$ cat src/logic/uar_consts.vh
// constants for the asynchronous receive recovery block
`ifndef UAR_CONSTS_VH
`define UAR_CONSTS_VH

// samples per bit period
`define UAR_SPB_NORM 5'h10
`define UAR_SPB_DBL 5'h08
// first of the three voting samples
`define UAR_VOTE_FIRST_NORM 5'h08
`define UAR_VOTE_FIRST_DBL 5'h04
// voting window is first .. first + 2
`define UAR_VOTE_SPAN 5'h02
// samples a double-speed receiver waits after stop voting
`define UAR_DBL_DEFER 3'h2
// reset values
`define UAR_PHASE_RST 5'h00
`define UAR_BITCNT_RST 4'h0
`define UAR_VOTE_RST 3'h7
// frame length limits (data plus parity)
`define UAR_FRAME_BITS_MIN 4'h5
`define UAR_FRAME_BITS_MAX 4'hA

`endif

$ cat src/logic/uar_fifo.v
// shift-style fifo for received frames, outputs held in flip-flops
`timescale 1ns/1ps
`include "uar_consts.vh"

module uar_fifo #(
   parameter WIDTH = 11,
   parameter DEPTH = 4,
   parameter CNT_W = 3
) (
   input wire i_core_clk,
   input wire i_sys_rst,
   input wire i_in_valid,
   input wire [WIDTH-1:0] i_in_data,
   output reg o_in_ready,
   output reg o_out_valid,
   output wire [WIDTH-1:0] o_out_data,
   input wire i_out_ready
);

   reg [WIDTH-1:0] mem_r [0:DEPTH-1];
   reg [CNT_W-1:0] cnt_r;
   reg [CNT_W-1:0] cnt_nxt;
   wire push;
   wire pop;
   integer i;

   assign push = i_in_valid & o_in_ready;
   assign pop = i_out_ready & o_out_valid;
   // head entry is a flip-flop, so the reader sees registered data
   assign o_out_data = mem_r[0];

   always @* begin
      cnt_nxt = cnt_r;
      if (push & ~pop) begin
         cnt_nxt = cnt_r + 1'b1;
      end else if (pop & ~push) begin
         cnt_nxt = cnt_r - 1'b1;
      end
   end

   always @(posedge i_core_clk) begin
      if (i_sys_rst) begin
         cnt_r <= {CNT_W{1'b0}};
         o_in_ready <= 1'b1;
         o_out_valid <= 1'b0;
         for (i = 0; i < DEPTH; i = i + 1) begin
            mem_r[i] <= {WIDTH{1'b0}};
         end
      end else begin
         cnt_r <= cnt_nxt;
         o_in_ready <= (cnt_nxt != DEPTH[CNT_W-1:0]);
         o_out_valid <= (cnt_nxt != {CNT_W{1'b0}});
         for (i = 0; i < DEPTH; i = i + 1) begin
            if (pop && (i < DEPTH - 1)) begin
               mem_r[i] <= mem_r[i+1];
            end
            if (push && (i == cnt_r - (pop ? 1 : 0))) begin
               mem_r[i] <= i_in_data;
            end
         end
      end
   end

endmodule

$ cat src/logic/uar_rx_recovery.v
// asynchronous receive clock and data recovery with frame fifo
`timescale 1ns/1ps
`include "uar_consts.vh"

module uar_rx_recovery #(
   parameter MAX_BITS = 10,
   parameter FIFO_DEPTH = 4,
   parameter FIFO_CNT_W = 3
) (
   input wire i_core_clk,
   input wire i_sys_rst,
   input wire i_rx_serial_in,
   input wire i_os_tick,
   input wire i_double_speed_sel,
   input wire [3:0] i_frame_bits,
   input wire i_rx_ready,
   output wire o_rx_valid,
   output wire [MAX_BITS-1:0] o_rx_data,
   output wire o_frame_error_flag,
   output reg o_rx_overrun,
   output reg o_rx_busy
);

   // ---------------------------------------------------------------
   // states
   // ---------------------------------------------------------------
   localparam [2:0] ST_IDLE = 3'h0;
   localparam [2:0] ST_START = 3'h1;
   localparam [2:0] ST_DATA = 3'h2;
   localparam [2:0] ST_STOP = 3'h3;
   localparam [2:0] ST_DEFER = 3'h4;

   // ---------------------------------------------------------------
   // functions
   // ---------------------------------------------------------------
   function maj3;
      input [2:0] v;
      begin
         maj3 = (v[0] & v[1]) | (v[0] & v[2]) | (v[1] & v[2]);
      end
   endfunction

   // exact 16x or 8x sample count, no fractional baud error added here
   function [4:0] spb;
      input dbl;
      begin
         spb = dbl ? `UAR_SPB_DBL : `UAR_SPB_NORM;
      end
   endfunction

   function [4:0] vote_first;
      input dbl;
      begin
         vote_first = dbl ? `UAR_VOTE_FIRST_DBL : `UAR_VOTE_FIRST_NORM;
      end
   endfunction

   // ---------------------------------------------------------------
   // line synchroniser
   // ---------------------------------------------------------------
   reg rx_meta_r;
   reg rx_sync_r;

   always @(posedge i_core_clk) begin
      if (i_sys_rst) begin
         rx_meta_r <= 1'b1;
         rx_sync_r <= 1'b1;
      end else begin
         rx_meta_r <= i_rx_serial_in;
         rx_sync_r <= rx_meta_r;
      end
   end

   // ---------------------------------------------------------------
   // recovery state
   // ---------------------------------------------------------------
   reg [2:0] state_r;
   reg [2:0] state_nxt;
   reg [4:0] phase_r;
   reg [4:0] phase_nxt;
   reg dbl_r;
   reg dbl_nxt;
   reg prev_r;
   reg prev_nxt;
   reg [2:0] vote_r;
   reg [2:0] vote_nxt;
   reg [3:0] bit_cnt_r;
   reg [3:0] bit_cnt_nxt;
   reg [3:0] frame_bits_r;
   reg [3:0] frame_bits_nxt;
   reg [MAX_BITS-1:0] sr_r;
   reg [MAX_BITS-1:0] sr_nxt;
   reg [2:0] defer_r;
   reg [2:0] defer_nxt;
   reg push_r;
   reg push_nxt;
   reg push_fe_r;
   reg push_fe_nxt;
   reg [MAX_BITS-1:0] push_data_r;
   reg [MAX_BITS-1:0] push_data_nxt;
   reg decide;
   reg voted;
   reg [4:0] first;
   reg [4:0] last;

   wire fifo_in_ready;
   wire [MAX_BITS:0] fifo_out;

   always @* begin
      state_nxt = state_r;
      phase_nxt = phase_r;
      dbl_nxt = dbl_r;
      prev_nxt = prev_r;
      vote_nxt = vote_r;
      bit_cnt_nxt = bit_cnt_r;
      frame_bits_nxt = frame_bits_r;
      sr_nxt = sr_r;
      defer_nxt = defer_r;
      push_nxt = 1'b0;
      push_fe_nxt = push_fe_r;
      push_data_nxt = push_data_r;
      first = vote_first(dbl_r);
      last = first + `UAR_VOTE_SPAN;
      decide = 1'b0;
      voted = 1'b0;
      // all sampling waits for the oversample tick
      if (i_os_tick) begin
         prev_nxt = rx_sync_r;
         if (state_r == ST_IDLE) begin
            // falling step on an idle-high line is sample 1
            if (prev_r && !rx_sync_r) begin
               state_nxt = ST_START;
               phase_nxt = 5'h01;
               // mode held for the whole frame
               dbl_nxt = i_double_speed_sel;
               frame_bits_nxt = i_frame_bits;
               bit_cnt_nxt = `UAR_BITCNT_RST;
               vote_nxt = `UAR_VOTE_RST;
            end
         end else if (state_r == ST_DEFER) begin
            defer_nxt = defer_r - 3'h1;
            if (defer_r == 3'h1) begin
               state_nxt = ST_IDLE;
            end
         end else begin
            // phase wraps after 16 or 8 samples
            if (phase_r == spb(dbl_r)) begin
               phase_nxt = 5'h01;
            end else begin
               phase_nxt = phase_r + 5'h01;
            end
            if ((phase_nxt >= first) && (phase_nxt <= last)) begin
               vote_nxt = {vote_r[1:0], rx_sync_r};
            end
            decide = (phase_nxt == last);
            // two of three decide the level
            voted = maj3({vote_r[1:0], rx_sync_r});
         end
         if (decide) begin
            case (state_r)
               ST_START: begin
                  // high majority means a noise spike
                  if (voted) begin
                     state_nxt = ST_IDLE;
                     phase_nxt = `UAR_PHASE_RST;
                  end else begin
                     // timing now aligned to this start
                     state_nxt = ST_DATA;
                  end
               end
               ST_DATA: begin
                  sr_nxt = {voted, sr_r[MAX_BITS-1:1]};
                  bit_cnt_nxt = bit_cnt_r + 4'h1;
                  // after the last data or parity bit only one stop bit
                  if (bit_cnt_nxt == frame_bits_r) begin
                     state_nxt = ST_STOP;
                  end
               end
               ST_STOP: begin
                  push_nxt = 1'b1;
                  // zero stop bit marks a framing error
                  push_fe_nxt = ~voted;
                  // lsb-first shifting leaves short frames at the top
                  push_data_nxt = sr_r >> (MAX_BITS - frame_bits_r);
                  phase_nxt = `UAR_PHASE_RST;
                  if (dbl_r) begin
                     // double speed holds off the next start a while
                     state_nxt = ST_DEFER;
                     defer_nxt = `UAR_DBL_DEFER;
                  end else begin
                     // next edge may come on the very next sample
                     state_nxt = ST_IDLE;
                  end
               end
               default: begin
                  state_nxt = ST_IDLE;
               end
            endcase
         end
      end
   end

   // ---------------------------------------------------------------
   // registers
   // ---------------------------------------------------------------
   always @(posedge i_core_clk) begin
      if (i_sys_rst) begin
         state_r <= ST_IDLE;
         phase_r <= `UAR_PHASE_RST;
         dbl_r <= 1'b0;
         prev_r <= 1'b1;
         vote_r <= `UAR_VOTE_RST;
         bit_cnt_r <= `UAR_BITCNT_RST;
         frame_bits_r <= `UAR_FRAME_BITS_MAX;
         sr_r <= {MAX_BITS{1'b0}};
         defer_r <= 3'h0;
         push_r <= 1'b0;
         push_fe_r <= 1'b0;
         push_data_r <= {MAX_BITS{1'b0}};
         o_rx_overrun <= 1'b0;
         o_rx_busy <= 1'b0;
      end else begin
         state_r <= state_nxt;
         phase_r <= phase_nxt;
         dbl_r <= dbl_nxt;
         prev_r <= prev_nxt;
         vote_r <= vote_nxt;
         bit_cnt_r <= bit_cnt_nxt;
         frame_bits_r <= frame_bits_nxt;
         sr_r <= sr_nxt;
         defer_r <= defer_nxt;
         push_r <= push_nxt;
         push_fe_r <= push_fe_nxt;
         push_data_r <= push_data_nxt;
         // a serial source cannot be stalled, so a full fifo drops the frame
         o_rx_overrun <= push_r & ~fifo_in_ready;
         o_rx_busy <= (state_nxt != ST_IDLE);
      end
   end

   // ---------------------------------------------------------------
   // frame fifo
   // ---------------------------------------------------------------
   // error mark stored beside its frame
   uar_fifo #(
      .WIDTH(MAX_BITS + 1),
      .DEPTH(FIFO_DEPTH),
      .CNT_W(FIFO_CNT_W)
   ) u_fifo (
      .i_core_clk(i_core_clk),
      .i_sys_rst(i_sys_rst),
      .i_in_valid(push_r),
      .i_in_data({push_fe_r, push_data_r}),
      .o_in_ready(fifo_in_ready),
      .o_out_valid(o_rx_valid),
      .o_out_data(fifo_out),
      .i_out_ready(i_rx_ready)
   );

   assign o_rx_data = fifo_out[MAX_BITS-1:0];
   assign o_frame_error_flag = fifo_out[MAX_BITS];

endmodule

$ cat config.mk
export PLATFORM = sky130hd
export DESIGN_NAME = uar_rx_recovery
export DESIGN_NICKNAME = d
export VERILOG_FILES = /design/src/logic/uar_fifo.v /design/src/logic/uar_rx_recovery.v
export VERILOG_INCLUDE_DIRS = /design/src /design/src/logic
export SDC_FILE = /design/constraint.sdc
export NUM_CORES = 1
export LEC_CHECK = 0
export BUFFER_PORTS_ARGS = -buffer_cell sky130_fd_sc_hd__clkbuf_2
export CAP_MARGIN = 20
export CORE_ASPECT_RATIO = 1.25
export CORE_MARGIN = 3
export CORE_UTILIZATION = 50
export CTS_CLUSTER_DIAMETER = 200
export CTS_CLUSTER_SIZE = 16
export DETAILED_ROUTE_END_ITERATION = 7
export PLACE_DENSITY = 0.67
export SLEW_MARGIN = 20
export SYNTH_ARGS = -nofsm -noshare
export SYNTH_HDL_FRONTEND = slang
export SYNTH_HIERARCHICAL = 1
export SYNTH_SLANG_ARGS = --single-unit
$ cat constraint.sdc
create_clock -name i_core_clk -period 5.5 [get_ports i_core_clk]
set_clock_uncertainty 0.15 [all_clocks]
set_input_delay 0 -clock i_core_clk [delete_from_list [all_inputs] [get_ports i_core_clk]]
set_output_delay 0 -clock i_core_clk [all_outputs]
set_load 0.02 [all_outputs]
==> impl_metrics.py <==
metrics = {
    "route": {
        "final_antenna_net_count": 0,
        "wl_per_cell_um": 14.6,
        "drc": 0,
        "drtIter0Drc": 146,
        "drt_wl_total_um": 9600,
        "viasPerCell": 5.53,
        "firstDrtPassIters": 4,
        "vias": 3639,
    },
    "timing": {
        "fmax_mhz": 332,
        "setup_slack_ns": 2.49,
        "slew_headroom_pct": 49.5,
        "hold_viol": 0,
        "worst_pin_slew_ns": 0.757,
        "fin_crit_ns": 3.01,
        "drv_slew": 0,
        "grt_setup_unrepaired": "no",
        "finalSetupViolCount": 0,
        "tns_ns": 0,
        "period_share_pct": 54.8,
    },
    "logic_synthesis": {
        "synth_cells": 510,
        "synth-edff-count": 44,
        "synth.area.top_cells": "edfxtp_1 (25%), dfxtp_1 (21%), mux2i_1 (11%), nand2_1 (3.9%), ha_1 (3.4%)",
        "syn_area_mm2": 0.00522,
        "syn_nets": 534,
        "synth-main-ff-cell": "dfxtp_1",
        "yosysTopAreaCellShare_pct": 25.3,
        "synth_warnings": 6,
        "synth-xor-area-share_pct": 2.49,
        "synth-seq-area-share_pct": 46.0,
        "synth-adder-area-share_pct": 3.55,
        "ys_ff_latch": 98,
        "synth_top_cell_by_area": "edfxtp_1",
        "syn-mean-instance-area_um2": 10.2,
        "async_flop_share_pct": 0,
        "yosys.area_share.simple_pct": 17.5,
        "synth_top_family_by_area": "simple AND/OR/NAND/NOR gates",
        "muxShareOfSynthArea_pct": 12.7,
        "synth_cell_type_count": 70,
        "synth_compound_area_share_pct": 12.4,
    },
    "power_and_ir_drop": {
        "p_sw_w": 0.000448,
        "p_per_area_mw_per_mm2": 301,
        "seqPwrFrac_pct": 49.3,
        "switching_share_pct": 26.0,
        "combPwrFrac_pct": 14.1,
        "power.internal_w": 0.00127,
        "p_leak_nw": 2.09,
        "vdd_drop_max_mv": 0.148,
        "clkPwrFrac_pct": 36.6,
    },
    "global_route": {
        "track_usage_pct": 17.1,
        "antenna_found_initial": 0,
        "grt_max_degree": 67,
        "grt_pass1_vias": 3534,
        "grt_pass1_wl_um": 16400,
        "overflow": 0,
    },
    "placed_design": {
        "place_congestion": 0.853,
        "portBuffers": 23,
        "place_ws_ns": 2.52,
        "place_hpwl_um": 6740,
    },
    "run": {
        "maxCapViolCount": 0,
    },
    "worst_setup_path": {
        "endpoint_kind": "flop",
        "path_cells": "nand3b_1 -> o21ai_0 -> nand3b_1 -> and2_1 -> ha_1 -> and4_1 -> o21a_4 -> and3_1 -> nor2_4 -> a22o_1",
        "r2r_cells": 10,
        "regToRegSetupSlack_ns": 2.49,
        "slowest_stage": "dfxtp_1",
        "reg2reg_from": "dbl_r",
        "critical_path_class": "reg -> reg",
        "arrival_ns": 3.10,
        "startpoint_type": "flop",
        "critPathMaxStageDelay_ns": 0.55,
        "crit_required_ns": 5.59,
        "crit_fanout": 11,
        "cp_common_cell": "nand3b_1",
        "timing.rr.end": "push_data_r[4]",
    },
    "hold_path": {
        "min-delay-start": "i_sys_rst",
        "hold_depth": 3,
        "holdPathEnd": "push_r",
        "hold_class": "in -> reg",
    },
    "clocking": {
        "cts_hold_buf": 8,
        "cts_buffers": 9,
        "cts_tree": "yes",
        "clk_pin_slew_worst_paths_ns": 0.06,
        "clockBufferDepth": 2,
        "cts_resized": 0,
        "clk_latency_ns": 0.34,
        "cts.sinks": 98,
        "cts_setup_buffers": 0,
        "h-tree-depth": 3,
        "root_buffer": "clkbuf_16",
    },
    "cells_and_area": {
        "final_cell_mix": "mux2i_1 (55), nand2_1 (54), dfxtp_1 (54)",
        "antenna_cells": 0,
        "area_growth_pct": 9.66,
        "drive_above_1_share_pct": 13.2,
        "fin_nets": 548,
        "mostFrequentLayoutCell": "mux2i_1",
    },
    "floorplan": {
        "fp.dieH_um": 120,
        "fp-row-count": 41,
        "initial_core_util_pct": 51.4,
        "pin_count": 24,
        "core_area_mm2": 0.0102,
        "die_area_mm2": 0.0117,
        "die_w_um": 97.4,
    },
    "status": {
        "status": "completed",
    },
}
## stage by stage
step                      hold slack, ns  std cells  util (%)  total power [W]  instance area, um2
after global placement            0.0397        634      52.6          0.00110                5340
after global routing               0.187        658      56.3          0.00180                5720
after CTS                          0.152        658      56.3          0.00174                5720
after detailed placement          0.0382        634      52.6          0.00111                5340
final                              0.141        658      56.3          0.00172                5720
after floorplan                  -0.0462        510         -          0.00105                5220
## power by group through the flow
stage               combinational [W]  clock (W)  sequential [W]
global placement             0.000235          0        0.000862
finish                       0.000243   0.000630        0.000848
CTS                          0.000246   0.000646        0.000848
detailed placement           0.000241          0        0.000865
global route                 0.000269   0.000679        0.000854
floorplan                    0.000174          0        0.000878
## cells in the mapped netlist (all sizes together) (3+ instances only)
library cell	n
nor3	12
a311oi	3
or2	6
inv	28
o211ai	4
nor4	13
mux4	3
a21o	4
ha	14
clkbuf	9
nand3	8
a22o	5
a211oi	4
nand2	55
nand2b	4
buf	22
a21oi	20
a31oi	3
or3	6
dfxtp	54
mux2	4
o21a	3
a211o	4
nor2	46
xor2	3
edfxtp	44
and2	7
nand3b	6
mux2i	55
and3	5
o2bb2ai	4
o21ai	17
xnor2	11
## critical path: cells and delay by family (launching register included)
family	cells	cell delay, ns
AND/OR/NAND/NOR	6	1.34
flip-flops	1	0.55
AO/OA/AOI/OAI	3	0.55
adder cells (fa/ha/maj)	1	0.31
## layout make-up
class | count | area [um2]
multi-input combinational | 353 | 2540
inverter | 28 | 105
clock inverter | 4 | 51.3
tap | 129 | 161
timing repair buffer | 34 | 218
clock buffer | 12 | 248
sequential | 98 | 2400
fill | 896 | 4440
## layer usage
layer,global-route usage (%),vias to the layer above,share of wire [%]
met3,4.15,13,3.6
met5,0,-,0
met1,20.8,1705,45
met4,6.58,0,1.5
li1,-,1857,-
met2,29.3,64,50
## registers in the layout, indices dropped and copies added (netlist names)
register,cells
u_fifo/o_in_ready,1
prev_r,1
dbl_r,1
u_fifo/cnt_r,3
sr_r,10
u_fifo/o_out_valid,1
o_rx_busy,1
defer_r,3
push_r,1
frame_bits_r,4
state_r,3
rx_sync_r,1
u_fifo/mem_r,44
rx_meta_r,1
phase_r,5
o_rx_overrun,1
bit_cnt_r,4
vote_r,2
push_data_r,10
push_fe_r,1
## worst max path at each step
| stage | startpoint | to | slack, ns |
|---|---|---|---|
| after CTS | dbl_r | push_data_r[4] | 2.51 |
| after global placement | phase_r[3] | push_data_r[4] | 2.60 |
| after floorplan | u_fifo/o_out_valid | u_fifo/mem_r[3][0] | 2.57 |
| after global routing | dbl_r | push_data_r[4] | 2.20 |
| final | dbl_r | push_data_r[4] | 2.49 |
| after detailed placement | u_fifo/o_out_valid | u_fifo/mem_r[0][4] | 2.52 |
## kinds of logic after synthesis
kind of cell / Yosys count
simple gates: 177
flops: 98
compound gates: 85
mux: 62
buf+inv: 59
fa+ha+maj: 15
xor+xnor: 14
Power figures use the tool's default switching activity.
